## src/design/tsp_defines.svh

```systemverilog
// Purpose: constants for the serial port pin logic
// Assumes: 100 MHz reference clock
// Notes: rates are given in kHz; increments are truncated by the integer divide
`ifndef TSP_DEFINES_SVH
`define TSP_DEFINES_SVH
`define TSP_WORD_BITS 16
`define TSP_OWN_SLOTS 6
`define TSP_FRAME_SLOTS 16
`define TSP_REF_KHZ 100000
`define TSP_RATE_LO_KHZ 12288
`define TSP_RATE_HI_KHZ 16384
`define TSP_PIN_BCLK 0
`define TSP_PIN_FS 1
`define TSP_PIN_SDATA 2
`define TSP_PIN_CHAIN 3
`define TSP_PIN_PORTSEL 4
`define TSP_PIN_PWRDN 5
`define TSP_PIN_MASTER 6
`define TSP_PIN_COUNT 7
`endif

```

## src/design/tsp_pkg.sv

```systemverilog
// Purpose: types shared by the serial port pin logic
// Assumes: nothing beyond the defines header
// Notes: state codes are gray along idle, armed, slots
package tsp_pkg;
  typedef enum logic [1:0] {
    TSP_IDLE  = 2'h0,
    TSP_ARMED = 2'h1,
    TSP_SLOTS = 2'h3
  } tsp_state_t;

  typedef struct packed {
    logic [2:0] slot;
    logic [15:0] data;
  } tsp_word_t;
endpackage

```

## src/design/tsp_serial_port.sv

```systemverilog
// Purpose: pin level logic of a tdm serial port, master or slave by strap
// Assumes: all pins are asynchronous to i_ref_clk and sampled through three flops
// Notes: master bit clock is a phase accumulator, so its edges jitter by one cycle
`timescale 1ns/1ps
`include "tsp_defines.svh"

module tsp_serial_port #(
  parameter int WORD_BITS = `TSP_WORD_BITS,
  parameter int OWN_SLOTS = `TSP_OWN_SLOTS,
  parameter int FRAME_SLOTS = `TSP_FRAME_SLOTS
) (
  input wire logic i_ref_clk,
  input wire logic i_resetn,
  input wire logic i_master_select_pin,
  input wire logic i_port_select_pin,
  input wire logic i_power_down_pin,
  input wire logic i_bit_clock_rate_select,
  input wire logic i_bit_clock_pin,
  output logic o_bit_clock_pin,
  output logic o_bit_clock_oe,
  input wire logic i_frame_sync_pin,
  output logic o_frame_sync_pin,
  output logic o_frame_sync_oe,
  input wire logic i_serial_in_pin,
  output logic o_serial_out_pin,
  output logic o_serial_out_oe,
  input wire logic i_slot_chain_in,
  output logic o_slot_chain_out,
  input wire logic [15:0] i_tx_word,
  output logic o_tx_take,
  output tsp_pkg::tsp_word_t o_rx,
  output logic o_rx_valid,
  output logic o_frame_start,
  output logic o_master
);
  localparam int FRAME_BITS = FRAME_SLOTS * WORD_BITS;
  localparam int FW = $clog2(FRAME_BITS);
  localparam logic [31:0] INC_LO =
    32'(((64'(`TSP_RATE_LO_KHZ)) << 32) / 64'(`TSP_REF_KHZ));
  localparam logic [31:0] INC_HI =
    32'(((64'(`TSP_RATE_HI_KHZ)) << 32) / 64'(`TSP_REF_KHZ));
  localparam logic [3:0] LAST_BIT = 4'(WORD_BITS - 1);
  localparam logic [2:0] LAST_SLOT = 3'(OWN_SLOTS - 1);

  logic [`TSP_PIN_COUNT-1:0] pins;
  logic [`TSP_PIN_COUNT-1:0] s1_ff, s2_ff, s3_ff, filt_ff;
  logic master_ff, rate_ff, bclk_prev_ff, fs_ff, nxt_fs;
  logic [31:0] acc_ff, nxt_acc, inc;
  logic [FW-1:0] frm_ff, nxt_frm;
  logic active, bypass, bclk_lvl, rise, fall, start;
  tsp_pkg::tsp_state_t state_ff, nxt_state;
  logic [3:0] bit_ff, nxt_bit;
  logic [2:0] slot_ff, nxt_slot;
  logic [15:0] tx_sh_ff, nxt_tx_sh, rx_sh_ff, nxt_rx_sh;
  logic sdo_ff, nxt_sdo, chain_ff, nxt_chain, take_ff, nxt_take;
  logic rxv_ff, nxt_rxv, fstart_ff, nxt_fstart;
  tsp_pkg::tsp_word_t rx_ff, nxt_rx;

  // pin synchronisers, a change counts once stages two and three agree
  assign pins = {i_master_select_pin, i_power_down_pin, i_port_select_pin,
                 i_slot_chain_in, i_serial_in_pin, i_frame_sync_pin, i_bit_clock_pin};
  for (genvar g = 0; g < `TSP_PIN_COUNT; g++) begin : g_sync
    always_ff @(posedge i_ref_clk) begin
      s1_ff[g] <= pins[g];
      s2_ff[g] <= s1_ff[g];
      s3_ff[g] <= s2_ff[g];
      filt_ff[g] <= (s2_ff[g] == s3_ff[g]) ? s3_ff[g] : filt_ff[g];
    end
  end

  assign active = filt_ff[`TSP_PIN_PORTSEL] & ~filt_ff[`TSP_PIN_PWRDN];
  assign bypass = ~filt_ff[`TSP_PIN_PORTSEL] | filt_ff[`TSP_PIN_PWRDN];
  assign inc = rate_ff ? INC_HI : INC_LO;
  assign bclk_lvl = master_ff ? acc_ff[31] : filt_ff[`TSP_PIN_BCLK];
  assign rise = bclk_lvl & ~bclk_prev_ff;
  assign fall = ~bclk_lvl & bclk_prev_ff;
  // master starts on own sync, slave on chain input
  assign start = fall & (master_ff ? fs_ff : filt_ff[`TSP_PIN_CHAIN]);

  // master clock and frame sync next values
  always_comb begin
    nxt_acc = (master_ff && active) ? acc_ff + inc : 32'h0000_0000;
    nxt_frm = frm_ff;
    nxt_fs = fs_ff;
    if (!(master_ff && active)) begin
      nxt_frm = '0;
      nxt_fs = 1'b0;
    end else if (rise) begin
      nxt_frm = (frm_ff == FW'(FRAME_BITS - 1)) ? '0 : frm_ff + FW'(1);
      nxt_fs = (frm_ff == FW'(FRAME_BITS - 1));
    end
  end

  // strap capture and clock registers
  always_ff @(posedge i_ref_clk) begin
    if (!i_resetn) begin
      // strap caught while reset is held
      master_ff <= filt_ff[`TSP_PIN_MASTER];
      rate_ff <= 1'b0;
      acc_ff <= 32'h0000_0000;
      frm_ff <= '0;
      fs_ff <= 1'b0;
      bclk_prev_ff <= 1'b0;
    end else begin
      rate_ff <= i_bit_clock_rate_select;
      acc_ff <= nxt_acc;
      frm_ff <= nxt_frm;
      fs_ff <= nxt_fs;
      bclk_prev_ff <= bclk_lvl;
    end
  end

  // slot engine next values
  always_comb begin
    nxt_state = state_ff;
    nxt_bit = bit_ff;
    nxt_slot = slot_ff;
    nxt_tx_sh = tx_sh_ff;
    nxt_rx_sh = rx_sh_ff;
    nxt_sdo = sdo_ff;
    nxt_chain = chain_ff;
    nxt_take = 1'b0;
    nxt_rxv = 1'b0;
    nxt_rx = rx_ff;
    nxt_fstart = fall & (master_ff ? fs_ff : filt_ff[`TSP_PIN_FS]);
    // in slave mode chain out marks the final bit period
    if (rise) begin
      nxt_chain = (state_ff == tsp_pkg::TSP_SLOTS) && slot_ff == LAST_SLOT
                  && bit_ff == LAST_BIT && !master_ff;
    end
    case (state_ff)
      tsp_pkg::TSP_IDLE: begin
        if (start) begin
          nxt_state = tsp_pkg::TSP_ARMED;
          nxt_tx_sh = i_tx_word;
          nxt_take = 1'b1;
        end
      end
      tsp_pkg::TSP_ARMED: begin
        if (rise) begin
          nxt_state = tsp_pkg::TSP_SLOTS;
          nxt_bit = 4'h0;
          nxt_slot = 3'h0;
          nxt_sdo = tx_sh_ff[15];
        end
      end
      tsp_pkg::TSP_SLOTS: begin
        // msb leads on each rising edge
        if (rise) begin
          nxt_sdo = tx_sh_ff[15];
        end
        // shift in msb first on falling edge
        if (fall) begin
          nxt_rx_sh = {rx_sh_ff[14:0], filt_ff[`TSP_PIN_SDATA]};
          nxt_tx_sh = {tx_sh_ff[14:0], 1'b0};
          nxt_bit = bit_ff + 4'h1;
          if (bit_ff == LAST_BIT) begin
            nxt_bit = 4'h0;
            nxt_rxv = 1'b1;
            nxt_rx = '{slot: slot_ff, data: {rx_sh_ff[14:0], filt_ff[`TSP_PIN_SDATA]}};
            if (slot_ff == LAST_SLOT) begin
              nxt_state = tsp_pkg::TSP_IDLE;
            end else begin
              nxt_slot = slot_ff + 3'h1;
              nxt_tx_sh = i_tx_word;
              nxt_take = 1'b1;
            end
          end
        end
      end
      default: nxt_state = tsp_pkg::TSP_IDLE;
    endcase
    if (!active) begin
      nxt_state = tsp_pkg::TSP_IDLE;
      nxt_chain = 1'b0;
      nxt_take = 1'b0;
      nxt_rxv = 1'b0;
      nxt_fstart = 1'b0;
    end
  end

  // slot engine registers
  always_ff @(posedge i_ref_clk) begin
    if (!i_resetn) begin
      state_ff <= tsp_pkg::TSP_IDLE;
      bit_ff <= 4'h0;
      slot_ff <= 3'h0;
      tx_sh_ff <= 16'h0000;
      rx_sh_ff <= 16'h0000;
      sdo_ff <= 1'b0;
      chain_ff <= 1'b0;
      take_ff <= 1'b0;
      rxv_ff <= 1'b0;
      rx_ff <= '0;
      fstart_ff <= 1'b0;
    end else begin
      state_ff <= nxt_state;
      bit_ff <= nxt_bit;
      slot_ff <= nxt_slot;
      tx_sh_ff <= nxt_tx_sh;
      rx_sh_ff <= nxt_rx_sh;
      sdo_ff <= nxt_sdo;
      chain_ff <= nxt_chain;
      take_ff <= nxt_take;
      rxv_ff <= nxt_rxv;
      rx_ff <= nxt_rx;
      fstart_ff <= nxt_fstart;
    end
  end

  // master drives clock and sync while selected and not powered down
  assign o_bit_clock_pin = acc_ff[31];
  assign o_bit_clock_oe = master_ff & active;
  assign o_frame_sync_pin = fs_ff;
  assign o_frame_sync_oe = master_ff & active;
  assign o_serial_out_pin = sdo_ff;
  assign o_serial_out_oe = (state_ff == tsp_pkg::TSP_SLOTS) & active;
  // bypass copies chain input straight through
  assign o_slot_chain_out = bypass ? i_slot_chain_in : chain_ff;
  assign o_tx_take = take_ff;
  assign o_rx = rx_ff;
  assign o_rx_valid = rxv_ff;
  assign o_frame_start = fstart_ff;
  assign o_master = master_ff;
endmodule // tsp_serial_port

```

## config.mk

```make
export PLATFORM = sky130hd
export DESIGN_NAME = tsp_serial_port
export DESIGN_NICKNAME = d
export VERILOG_FILES = /design/src/design/tsp_pkg.sv /design/src/design/tsp_serial_port.sv
export VERILOG_INCLUDE_DIRS = /design/src /design/src/design
export SDC_FILE = /design/constraint.sdc
export NUM_CORES = 1
export LEC_CHECK = 0
export BUFFER_PORTS_ARGS = -buffer_cell sky130_fd_sc_hd__buf_2
export CAP_MARGIN = 25
export CORE_ASPECT_RATIO = 0.5
export CORE_UTILIZATION = 59
export DETAILED_ROUTE_END_ITERATION = 7
export GPL_ROUTABILITY_DRIVEN = 0
export PLACE_DENSITY = 0.79
export SYNTH_ARGS = -nofsm -noshare
export SYNTH_HDL_FRONTEND = slang
export SYNTH_SLANG_ARGS = --single-unit
```

## constraint.sdc

```tcl
create_clock -name i_ref_clk -period 3.2 [get_ports i_ref_clk]
set_clock_uncertainty 0.2 [all_clocks]
set_input_delay 0.16 -clock i_ref_clk [delete_from_list [all_inputs] [get_ports i_ref_clk]]
set_output_delay 0.16 -clock i_ref_clk [all_outputs]
set_load 0.02 [all_outputs]
```

# Yosys cells after proc, flatten, opt, wreduce, memory -nomap -nowiden
# Index checks and enable logic that the tools add are counted.
op_classes:
  add_sub_neg: 4
  eq_ne: 18
  bitwise: 12
  mux: 32
  n_reduce_logical: 19
ops:
  columns: ["op", "n"]
  rows:
  - ["two-way mux 16 bit", 4]
  - ["adder 32 x 30 -> 32 bit", 1]
  - ["one-hot mux 16 bit (2 select lines)", 1]
  - ["two-way mux 30 bit", 1]
  - ["two-way mux 3 bit", 4]
  - ["two-way mux 4 bit", 3]
  - ["!= test 2 bit (second input constant)", 6]
  - ["two-way mux 2 bit", 5]
  - ["AND reduction 5 bit", 2]
  - ["two-way mux 1 bit", 9]
  - ["AND reduction 3 bit", 3]
  - ["adder 8 x 1 -> 8 bit (second input constant)", 1]
  - ["equality test 8 bit (second input constant)", 1]
  - ["two-way mux 8 bit", 1]
  - ["one-hot mux 4 bit (2 select lines)", 1]
  - ["AND reduction 2 bit", 4]
  - ["bitwise AND 1 bit", 7]
  - ["equality test 1 bit", 7]
  - ["one-hot mux 2 bit (3 select lines)", 1]
  - ["one-hot mux 3 bit (2 select lines)", 1]
  - ["adder 4 x 1 -> 4 bit (second input constant)", 1]
  - ["equality test 4 bit (second input constant)", 1]
  - ["logical AND 1 bit", 4]
  - ["NOT 1 bit", 4]
  - ["11 further kinds", 12]
totals:
  elab_cells: 131
  in_bits: 26
  out_inout_bits: 30
  reg_bits: 136

# Longest topological paths before layout
# Gate-level depths: netlist of run 1.
logic_depth:
  depth_word: 6
  ltp_mapped: 8
  depth_no_buf: 8

# Worst setup path after synthesis of run 1
# Ideal clock, no wire load.
synth_path:
  path_kind: "register to register"
  from: "reg rate_ff"
  to: "reg acc_ff[25]"
  setup_slack_ps: 394
  period_less_slack_ps: 2806
  stages_incl_launch_ff: 9
  setup_time_ps: 131
  t_arrival_ps: 2475
  cell_sequence: "dfxtp_1 > inv_1 > ha_1 > nand3_2 > or4_4 > a2111o_1 > a21boi_2 > o21ai_0 > nor3b_2"
synth_between:
  elab_chain_cells: 2
synth_lines:
  columns: ["element", "line", "rtl"]
  rows:
  - ["start, declared", "tsp_serial_port.sv:47", "logic master_ff, rate_ff, bclk_prev_ff, fs_ff, nxt_fs;"]
  - ["start signal, assigned", "tsp_serial_port.sv:105", "rate_ff <= i_bit_clock_rate_select;"]
  - ["two-way mux 30 bit", "tsp_serial_port.sv:73", "assign inc = rate_ff ? INC_HI : INC_LO;"]
  - ["adder 32 x 30 -> 32 bit", "tsp_serial_port.sv:82", "nxt_acc = (master_ff && active) ? acc_ff + inc : 32'h0000_0000;"]
  - ["end signal, assigned", "tsp_serial_port.sv:106", "acc_ff <= nxt_acc;"]
  - ["end, declared", "tsp_serial_port.sv:48", "logic [31:0] acc_ff, nxt_acc, inc;"]
# Every way passes these cells.
# A chain may end at the register's enable or synchronous reset.

# Worst setup path after layout of run 1
layout_path:
  from: "reg rate_ff"
  to: "reg acc_ff[28]"
# The elaborated chain is that of the path after synthesis.

==> results.txt, run 1 <==
----------------------------------------------------
[Synth]
  Cell taking the most area after synthesis ... sky130_fd_sc_hd__dfxtp_1
  Count leader, synth ... sky130_fd_sc_hd__dfxtp_1
  Fraction of the yosys area taken by sequential cells ... 0.462
  Share of synthesized registers carrying an async set or reset ... 0
  Count of different cell masters after synthesis ... between 60 and 70
  Top cell types by occurrence after synthesis ... sky130_fd_sc_hd__dfxtp_1 (128), sky130_fd_sc_hd__nand2_1 (106), sky130_fd_sc_hd__nor2_1 (72)
  Ys flop type ... sky130_fd_sc_hd__dfxtp_1
  Cell area after synthesis ... a little over 0.006 sq mm
  Synth Area per Inst ... slightly below 9 sq um
  Number of enable-type register cells in the synthesized netlist ... 8
  Cell count after synthesis ... roughly 700
  Total nets after synthesis ... about 730
  Synthesized flop and latch total ... around 140
  Synth Warn # ... 0
  Area fraction of the dominant cell type after synthesis ... 0.422
  Top cells by area, synth ... sky130_fd_sc_hd__dfxtp_1 (42%), sky130_fd_sc_hd__nand2_1 (6.6%), sky130_fd_sc_hd__a21oi_1 (5.1%), sky130_fd_sc_hd__ha_1 (4.9%), sky130_fd_sc_hd__nor2_1 (4.5%)

[Clock tree]
  Clk slew on worst S/H paths ... approximately 70 ps
  TritonCTS Buffers ... 17
  Clock Root Buffer ... sky130_fd_sc_hd__clkbuf_16
  Clock network latency to the later pin of the worst-skew pair ... 420 ps
  Clk sinks ... about 140
  Clock tree from TritonCTS ... yes
  Max H-tree Level ... 4
  Max Root-Sink Buffers ... 2

[Finish]
  Layout net count ... about 810
  Antenna Cells ... 0
  Final core utilization ... 0.755
  Area overhead of the layout relative to synthesis ... 20.7%
  Fraction of final layout cells with drive strength greater than 1 ... 0.154

[Timing]
  PnR worst setup slack ... 265 ps
  Slew at the pin closest to its max-slew limit ... around 880 ps
  Max frequency ... between 300 and 400 MHz
  Share of the clock period used by the worst path ... 0.917
  Worst-case headroom to the max-slew limit ... 0.415
  Max-slew violation count ... 0
  Count of endpoints failing setup in the final report ... 0
  Total negative slack ... 0 ps
  Setup repair after global routing missed its margin ... no
  Final critical delay including setup and external delays ... ~2900 ps
  Final Hold Viols ... 0

[Worst setup path]
  Arrival @ worst endpoint ... 3020 ps
  Setup crit start kind ... flip-flop
  Required time of the worst setup path ... ~3300 ps
  Maximum net fanout on the critical path ... 8
  Critical Setup Path Class ... flip-flop to flip-flop
  Count of cells along the worst register-to-register path ... 9
  Launching element of the worst setup path ... rate_ff
  Crit Reg-Reg Startpoint ... rate_ff
  Worst Setup End Kind ... flip-flop

[Global route]
  Initial antenna violation count ... 0
  Total grt overflow ... 0
  Wire length of the first global-routing pass ... about 23000 um
  Maximum number of pins on one net before global-route repair ... 54
  GRT Util Overall ... 0.268
  Via count of the first global-routing pass ... slightly below 5000

[Min path]
  Number of cells on the worst hold path ... 0
  Class of the most critical hold timing path ... flip-flop to flip-flop
  Start point of the worst hold path ... s1_ff[6]

[Pwr]
  Clk pwr share ... 0.492
  Sw Ratio ... 0.241
  Power per Cell Area ... between 500 and 600 mW/mm^2
  Highest ir drop seen on vdd ... 0.000371 V
  Leakage power figure ... roughly 3 nW
  Combinational share of power ... 0.062
  NetSw ... between 0.0009 and 0.001 W
  Cell internal pwr ... around 0.003 W
  Share of power burned in registers ... 0.447
  Power, Total ... between 0.003 and 0.004 W

[Die]
  Ports placed on the boundary ... 56
  Chip Height ... approximately 74 um
  Rows ... 25
  Die width ... 145 um
  Starting density of the core ... 0.626
  Die footprint ... approximately 0.011 sq mm
  Core Footprint ... roughly 0.0097 sq mm

[Detailed routing]
  Via count of the routed design ... ~5200
  Drt total wl ... 13600 um
  Detailed-route DRC error count ... 0
  Via density ... 5.70
  Initial DRC Count ... 416
  Number of nets with antenna violations after detailed routing ... 0
  Number of optimization iterations in the first detailed-route pass ... 5
  WL/cell ... 14.9 um

[Flow run]
  Count of max-cap constraint violations ... 0

[Run status]
  Status ... finished clean

[Place]
  Pre-CTS worst setup slack ... around 270 ps
  Count of buffers from port buffering ... between 50 and 60
  Half-perimeter wire length of the detailed placement result ... 8460 um

----------------------------------------------------
power groups by stage:
stage / logic [W] / clock network [W] / registers (W)
final: 0.000244 / 0.00195 / 0.00177
after global routing: 0.000269 / 0.00206 / 0.00178
after CTS: 0.000239 / 0.00198 / 0.00177
after detailed placement: 0.000212 / 0 / 0.00181
after global placement: 0.000208 / 0 / 0.00181
after floorplan: 0.000163 / 0 / 0.00180
worst paths after layout:
check                    end  slack, ps
hold reg to reg     s2_ff[6]        130
setup reg to reg  acc_ff[28]        260
setup / recovery  acc_ff[28]        260
hold / removal      s2_ff[6]        130
area by class of cell:
type | count | area (sq um)
multi-input combinational | 498 | 3080
sequential | 136 | 2800
timing repair buffer | 91 | 611
clock buffer | 19 | 464
fill | 641 | 2370
tap | 135 | 169
clock inverter | 13 | 135
inverter | 17 | 63.8
metal layers:
metal / vias up / GRT usage / part of all wire
met4: 0 / 0.122 / 0.020
met3: 25 / 0.0776 / 0.050
met5: - / 0 / 0
met1: 2448 / 0.305 / 0.43
met2: 149 / 0.480 / 0.50
li1: 2555 / - / -
cells by family after synthesis:
family / count (synthesis) / share of synthesized area
and+or+nand+nor: 253 / 0.191
AOI/OAI and AO/OA: 161 / 0.173
xor gates and xnor gates: 36 / 0.0520
DFF: 136 / 0.462
adders and majority gates: 24 / 0.0495
buffers and inverters: 49 / 0.0326
muxes: 24 / 0.0406
registers in the layout (all words and copies together), names as in the netlist, 2 cells and up:
name / flops
filt_ff: 7
rx_sh_ff: 15
s3_ff: 7
state_ff: 2
bit_ff: 4
tx_sh_ff: 16
acc_ff: 32
frm_ff: 8
o_rx: 19
s1_ff: 7
s2_ff: 7
slot_ff: 3
stage by stage:
step	hold WS [ps]	cell area, sq um	cells
global placement	62.2	6460	851
floorplan	-12.3	6070	683
CTS	128	7320	909
global route	134	7320	909
detailed placement	63.6	6460	851
finish	129	7320	909
what timing repair did:
action,in CTS,in global routing
hold endpoints to repair,31,0
gates resized for setup,0,1
endpoints found under the setup margin,0,1
setup buffers,0,0
hold buffers,26,0
cells in the final DEF, fill, tap and decap left out, types with 5 or more instances in the layout:
cell type,instances
sky130_fd_sc_hd__mux2i_1,21
sky130_fd_sc_hd__xor2_1,19
sky130_fd_sc_hd__dlygate4sd3_1,26
sky130_fd_sc_hd__o21a_1,6
sky130_fd_sc_hd__a211oi_1,19
sky130_fd_sc_hd__nor2_1,72
sky130_fd_sc_hd__nand3_1,11
sky130_fd_sc_hd__nand2_1,106
sky130_fd_sc_hd__nor3_1,10
sky130_fd_sc_hd__clkbuf_16,18
sky130_fd_sc_hd__dfxtp_1,128
sky130_fd_sc_hd__edfxtp_1,8
sky130_fd_sc_hd__nand2b_1,5
sky130_fd_sc_hd__nand4_1,7
sky130_fd_sc_hd__o21ai_0,22
sky130_fd_sc_hd__buf_4,10
sky130_fd_sc_hd__o211ai_1,6
sky130_fd_sc_hd__a31oi_1,6
sky130_fd_sc_hd__buf_2,55
sky130_fd_sc_hd__a21oi_1,62
sky130_fd_sc_hd__and3_1,6
sky130_fd_sc_hd__xnor2_1,17
sky130_fd_sc_hd__ha_1,24
sky130_fd_sc_hd__inv_1,16
sky130_fd_sc_hd__and2_1,9
critical path: stages (launching register included):
cell and delay, ps:
sky130_fd_sc_hd__dfxtp_1 340, sky130_fd_sc_hd__inv_1 180, sky130_fd_sc_hd__ha_1 420, sky130_fd_sc_hd__a21oi_1 100, sky130_fd_sc_hd__o21ai_0 520, sky130_fd_sc_hd__a311oi_1 180, sky130_fd_sc_hd__buf_4 190, sky130_fd_sc_hd__o21ai_1 300
sky130_fd_sc_hd__mux2i_1 240, sky130_fd_sc_hd__o311ai_1 120
Power figures use the tool's default switching activity.
==> inputs of run 2 (changes only) <==
CORE_UTILIZATION = 60   (was 59)
CTS_BUF_LIST = sky130_fd_sc_hd__clkbuf_4   (was unset)
PLACE_DENSITY = 0.8   (was 0.79)
==> run 2 against run 1 <==
Worst hold slack worse by 95 ps; sequential share of layout area is 1.6 points higher; first-iteration DRC count is 11% lower; via count is 0.71% lower; clock power is 37% lower; combinational power hardly changed; setup slack worse by 100 ps; critical path type unchanged; critical endpoint is now acc_ff[31].
==> results.txt, run 2 (same netlist as run 1, synthesis figures left out) <==
----------------------------------------------------
[Run status]
  Status ... finished clean (unchanged)

[Finish]
  Fraction of final layout cells with drive strength greater than 1 ... 0.151 (was 0.154)
  Commonest cells after routing, fill and taps aside ... sky130_fd_sc_hd__dfxtp_1 (128), sky130_fd_sc_hd__nand2_1 (106), sky130_fd_sc_hd__nor2_1 (72) (unchanged)
  Area overhead of the layout relative to synthesis ... 15.7% (was 20.7%)
  Largest register by flop count ... acc_ff (unchanged)
  Most common library cell in the layout ignoring fill and taps ... sky130_fd_sc_hd__dfxtp_1 (unchanged)
  Antenna Cells ... 0 (unchanged)
  Final core utilization ... 0.729 (was 0.755)
  Number of flip-flops in the largest register ... 32 (unchanged)
  Layout net count ... 811 (unchanged)

[Timing]
  Max-slew violation count ... 0 (unchanged)
  Worst-case headroom to the max-slew limit ... 0.423 (was 0.415)
  Total negative slack ... 0 ps (unchanged)
  Final-layout worst hold slack ... 33.5 ps (was 129 ps)
  Slew at the pin closest to its max-slew limit ... 864 ps (was 878 ps)
  Count of endpoints failing setup in the final report ... 0 (unchanged)
  Setup repair after global routing missed its margin ... no (unchanged)
  Final Hold Viols ... 0 (unchanged)
  Max frequency ... 330 MHz (was 341 MHz)
  Share of the clock period used by the worst path ... 0.948 (was 0.917)
  Final critical delay including setup and external delays ... 3030 ps (was 2940 ps)

[Detailed routing]
  Via count of the routed design ... 5140 (was 5177)
  Number of optimization iterations in the first detailed-route pass ... 5 (unchanged)
  Drt total wl ... 13000 um (was 13600 um)
  Number of nets with antenna violations after detailed routing ... 0 (unchanged)
  WL/cell ... 14.3 um (was 14.9 um)
  Via density ... 5.66 (was 5.70)
  Detailed-route DRC error count ... 0 (unchanged)
  Initial DRC Count ... 371 (was 416)

[Pwr]
  Highest ir drop seen on vdd ... 0.000273 V (was 0.000371 V)
  Clk pwr share ... 0.377 (was 0.492)
  Combinational share of power ... 0.075 (was 0.062)
  Leakage power figure ... 2.86 nW (was 2.98 nW)
  NetSw ... 0.000820 W (was 0.000955 W)
  Power per Cell Area ... 460 mW/mm^2 (was 542 mW/mm^2)
  Cell internal pwr ... 0.00241 W (was 0.00302 W)
  Share of power burned in registers ... 0.548 (was 0.447)
  Power, Total ... 0.00323 W (was 0.00397 W)
  Sw Ratio ... 0.254 (was 0.241)

[Global route]
  Total grt overflow ... 0 (unchanged)
  Initial antenna violation count ... 0 (unchanged)
  GRT Util Overall ... 0.267 (was 0.268)
  Via count of the first global-routing pass ... 4720 (was 4862)
  Wire length of the first global-routing pass ... 21900 um (was 22600 um)
  Maximum number of pins on one net before global-route repair ... 54 (unchanged)

[Clock tree]
  Clock Root Buffer ... sky130_fd_sc_hd__clkbuf_4 (was sky130_fd_sc_hd__clkbuf_16)
  Max Root-Sink Buffers ... 2 (unchanged)
  Max H-tree Level ... 4 (unchanged)
  Clk sinks ... 136 (unchanged)
  Clk slew on worst S/H paths ... 130 ps (was 70 ps)
  Number of buffers inserted to repair setup after CTS ... 0 (unchanged)
  TritonCTS Buffers ... 17 (unchanged)
  Hold bufs inserted after CTS ... 26 (unchanged)
  Quantity of gates resized following cts ... 0 (unchanged)
  Clock network latency to the later pin of the worst-skew pair ... 540 ps (was 420 ps)
  Clock tree from TritonCTS ... yes (unchanged)

[Die]
  Core Footprint ... 0.00963 sq mm (was 0.00970 sq mm)
  Chip Height ... 73.1 um (was 73.7 um)
  Die width ... 144 um (was 145 um)
  Rows ... 25 (unchanged)
  Die footprint ... 0.0105 sq mm (was 0.0107 sq mm)
  Starting density of the core ... 0.630 (was 0.626)
  Ports placed on the boundary ... 56 (unchanged)

[Worst setup path]
  Setup crit start kind ... flip-flop (unchanged)
  Required time of the worst setup path ... 3410 ps (was 3280 ps)
  Worst Setup End Kind ... flip-flop (unchanged)
  Critical Setup Path Class ... flip-flop to flip-flop (unchanged)
  Arrival @ worst endpoint ... 3250 ps (was 3020 ps)
  Maximum net fanout on the critical path ... 8 (unchanged)

[Place]
  Half-perimeter wire length of the detailed placement result ... 8480 um (was 8460 um)
  Count of buffers from port buffering ... 55 (unchanged)

[Flow run]
  Count of max-cap constraint violations ... 0 (unchanged)

[Min path]
  Class of the most critical hold timing path ... input pin to flip-flop (was flip-flop to flip-flop)

----------------------------------------------------
==> run 2: cell types whose count changed in the layout (fill, tap and decap cells not counted), sizes merged <==
cell      change
inv           -1
clkbuf        -1
clkinvlp      -1
bufinv        +2
==> run 2: worst paths after layout <==
kind,start,endpoint,slack (ps),cells past startpoint
max,rate_ff,acc_ff[31],170,8
min,i_master_select_pin,s1_ff[6],30,2
max reg2reg,rate_ff,acc_ff[31],170,8
min reg2reg,s1_ff[0],s2_ff[0],140,0
==> run 2: layout make-up <==
cell class / instances / area [sq um]
clock buffers: 18 / 135
clock inverters: 13 / 168
fillers: 726 / 2610
inverters: 17 / 63.8
multi-input cells: 498 / 3070
flip-flops and latches: 136 / 2800
well taps: 135 / 169
repair buffers: 91 / 611
==> run 2: power groups by stage <==
stage / Combinational (W) / Sequential, W / Clock (W)
floorplan: 0.000163 / 0.00180 / 0
global placement: 0.000207 / 0.00181 / 0
detailed placement: 0.000212 / 0.00181 / 0
CTS: 0.000238 / 0.00177 / 0.00124
global route: 0.000266 / 0.00178 / 0.00131
finish: 0.000242 / 0.00177 / 0.00122
==> run 2: routing by layer <==
| layer | wire, um | share of wire | track usage |
|---|---|---|---|
| met5 | 0 | 0 | 0 |
| met4 | 221 | 0.017 | 0.119 |
| met3 | 749 | 0.058 | 0.0584 |
| met2 | 6250 | 0.48 | 0.449 |
| met1 | 5790 | 0.45 | 0.334 |
==> run 2: per-stage QoR <==
stage               setup slack (ps)  area, sq um  cells
floorplan                        394         6070    683
global placement                 436         6460    851
detailed placement               314         6460    851
CTS                              278         7020    908
global route                     141         7020    908
finish                           165         7020    908
==> run 2: critical path, cell delays in order, from the launching register on <==
cell,delay [ps]
sky130_fd_sc_hd__dfxtp_1,350
sky130_fd_sc_hd__inv_1,160
sky130_fd_sc_hd__ha_1,470
sky130_fd_sc_hd__nand3_2,140
sky130_fd_sc_hd__or4_4,580
sky130_fd_sc_hd__a211oi_1,470
sky130_fd_sc_hd__a32oi_1,240
sky130_fd_sc_hd__mux2i_1,190
sky130_fd_sc_hd__o311ai_1,110
==> inputs of run 3 (changes only) <==
REMOVE_ABC_BUFFERS = 1   (was unset)
==> run 3 against run 2 <==
Critical path depth up 1; clock-buffer cell count unchanged; routed wire length up 1.5%; combinational power about the same; sequential cell count unchanged; die area unchanged; worst hold slack better by 19 ps; via count up 0.14%; highest routed layer unchanged.
==> results.txt, run 3 (same netlist as run 1, synthesis figures left out) <==
----------------------------------------------------
[Run status]
  Status ... finished clean (unchanged)

[Detailed routing]
  Via count of the routed design ... 5147 (was 5140)
  Detailed-route DRC error count ... 0 (unchanged)
  Drt total wl ... 13200 um (was 13000 um)
  WL/cell ... 14.5 um (was 14.3 um)
  Initial DRC Count ... 334 (was 371)
  Number of nets with antenna violations after detailed routing ... 0 (unchanged)
  Number of optimization iterations in the first detailed-route pass ... 5 (unchanged)
  Via density ... 5.66 (about the same)

[Global route]
  Wire length of the first global-routing pass ... 22200 um (was 21900 um)
  GR peak layer ... met2 (unchanged)
  Grt met3 use ... 0.0774 (was 0.0584)
  Initial antenna violation count ... 0 (unchanged)
  Total grt overflow ... 0 (unchanged)
  Global-route track usage on met1 ... 0.333 (was 0.334)
  GRT Util Overall ... 0.271 (was 0.267)
  Via count of the first global-routing pass ... 4865 (was 4720)
  Met2 layer usage reported by global route ... 0.465 (was 0.449)
  Maximum number of pins on one net before global-route repair ... 54 (unchanged)

[Place]
  Count of buffers from port buffering ... 55 (unchanged)
  Area of placed instances ... 0.00646 sq mm (unchanged)
  Half-perimeter wire length of the detailed placement result ... 8600 um (was 8480 um)

[Worst setup path]
  Setup crit start kind ... flip-flop (unchanged)
  Required time of the worst setup path ... 3420 ps (was 3410 ps)
  Critical Setup Path Class ... flip-flop to flip-flop (unchanged)
  Arrival @ worst endpoint ... 3070 ps (was 3250 ps)
  Maximum net fanout on the critical path ... 8 (unchanged)
  Worst Setup End Kind ... flip-flop (unchanged)

[Pwr]
  Power, Total ... 0.00322 W (was 0.00323 W)
  Power per Cell Area ... 459 mW/mm^2 (was 460 mW/mm^2)
  Highest ir drop seen on vdd ... 0.000328 V (was 0.000273 V)
  Leakage power figure ... 2.85 nW (was 2.86 nW)

[Clock tree]
  TritonCTS Buffers ... 17 (unchanged)
  Max H-tree Level ... 4 (unchanged)
  Clk slew on worst S/H paths ... 130 ps (about the same)
  Quantity of gates resized following cts ... 0 (unchanged)
  Clock network latency to the later pin of the worst-skew pair ... 530 ps (was 540 ps)
  Number of buffers inserted to repair setup after CTS ... 0 (unchanged)
  Clock tree from TritonCTS ... yes (unchanged)
  Max Root-Sink Buffers ... 2 (unchanged)
  Clk sinks ... 136 (unchanged)
  Hold bufs inserted after CTS ... 26 (unchanged)
  Clock Root Buffer ... sky130_fd_sc_hd__clkbuf_4 (unchanged)

[Timing]
  Final critical delay including setup and external delays ... 2840 ps (was 3030 ps)
  Final-layout worst hold slack ... 53.0 ps (was 33.5 ps)
  Worst-case headroom to the max-slew limit ... 0.412 (was 0.423)
  Share of the clock period used by the worst path ... 0.889 (was 0.948)
  Count of endpoints failing setup in the final report ... 0 (unchanged)
  Max-slew violation count ... 0 (unchanged)
  Slew at the pin closest to its max-slew limit ... 880 ps (was 864 ps)
  Max frequency ... 352 MHz (was 330 MHz)
  Setup repair after global routing missed its margin ... no (unchanged)
  Final Hold Viols ... 0 (unchanged)
  Total negative slack ... 0 ps (unchanged)

[Min path]
  Class of the most critical hold timing path ... input pin to flip-flop (unchanged)

[Die]
  Chip Height ... 73.1 um (unchanged)
  Ports placed on the boundary ... 56 (unchanged)
  Starting density of the core ... 0.630 (unchanged)
  Core Footprint ... 0.00963 sq mm (unchanged)
  Rows ... 25 (unchanged)
  Die width ... 144 um (unchanged)
  Die footprint ... 0.0105 sq mm (unchanged)

[Finish]
  Commonest cells after routing, fill and taps aside ... sky130_fd_sc_hd__dfxtp_1 (128), sky130_fd_sc_hd__nand2_1 (106), sky130_fd_sc_hd__nor2_1 (72) (unchanged)
  Fraction of final layout cells with drive strength greater than 1 ... 0.151 (about the same)
  Final core utilization ... 0.728 (was 0.729)
  Most common library cell in the layout ignoring fill and taps ... sky130_fd_sc_hd__dfxtp_1 (unchanged)
  Final standard cell area without fillers ... 0.00702 sq mm (about the same)
  Largest register by flop count ... acc_ff (unchanged)
  Number of flip-flops in the largest register ... 32 (unchanged)
  Area overhead of the layout relative to synthesis ... 15.6% (was 15.7%)
  Layout net count ... 811 (unchanged)
  Antenna Cells ... 0 (unchanged)

[Flow run]
  Count of max-cap constraint violations ... 0 (unchanged)

----------------------------------------------------
run 3: metrics by stage:
step	setup WS, ps	instances
after floorplan	88.6	651
after global routing	79.8	909
after global placement	464	851
after CTS	348	909
final	357	909
after detailed placement	380	851
run 3: worst paths after layout:
check,start,to,slack (ps),cells after the start
worst max-delay path,rate_ff,acc_ff[20],360,9
worst min-delay path,i_frame_sync_pin,s1_ff[1],50,2
worst max register to register,rate_ff,acc_ff[20],360,9
worst min register to register,s1_ff[3],s2_ff[3],140,0
run 3: critical path, cell delays in order, from the launching register on:
cell	delay [ps]
sky130_fd_sc_hd__dfxtp_1	350
sky130_fd_sc_hd__inv_1	170
sky130_fd_sc_hd__ha_1	410
sky130_fd_sc_hd__a21oi_1	110
sky130_fd_sc_hd__o21ai_0	520
sky130_fd_sc_hd__a311oi_1	180
sky130_fd_sc_hd__buf_4	190
sky130_fd_sc_hd__o41ai_1	380
sky130_fd_sc_hd__xor2_1	180
sky130_fd_sc_hd__nor2_1	50
run 3: per-layer routing:
| layer | up-vias | routed length [um] |
|---|---|---|
| met5 | - | 0 |
| met4 | 0 | 182 |
| met3 | 21 | 789 |
| met2 | 165 | 6220 |
| met1 | 2395 | 6020 |
| li1 | 2566 | - |
run 3: layout make-up:
class	instances	area [sq um]
clock buffer	18	135
sequential	136	2800
clock inverter	14	164
fill	713	2620
tap	135	169
multi-input combinational	498	3070
inverter	17	63.8
timing repair buffer	91	611
run 3: where the power goes:
| group | total (W) | switching, W | internal, W |
|---|---|---|---|
| clock network | 0.00121 | 0.000712 | 0.000497 |
| logic | 0.000240 | 0.000132 | 0.000107 |
| registers | 0.00177 | 0.0000245 | 0.00175 |
| total | 0.00322 | 0.000869 | 0.00235 |
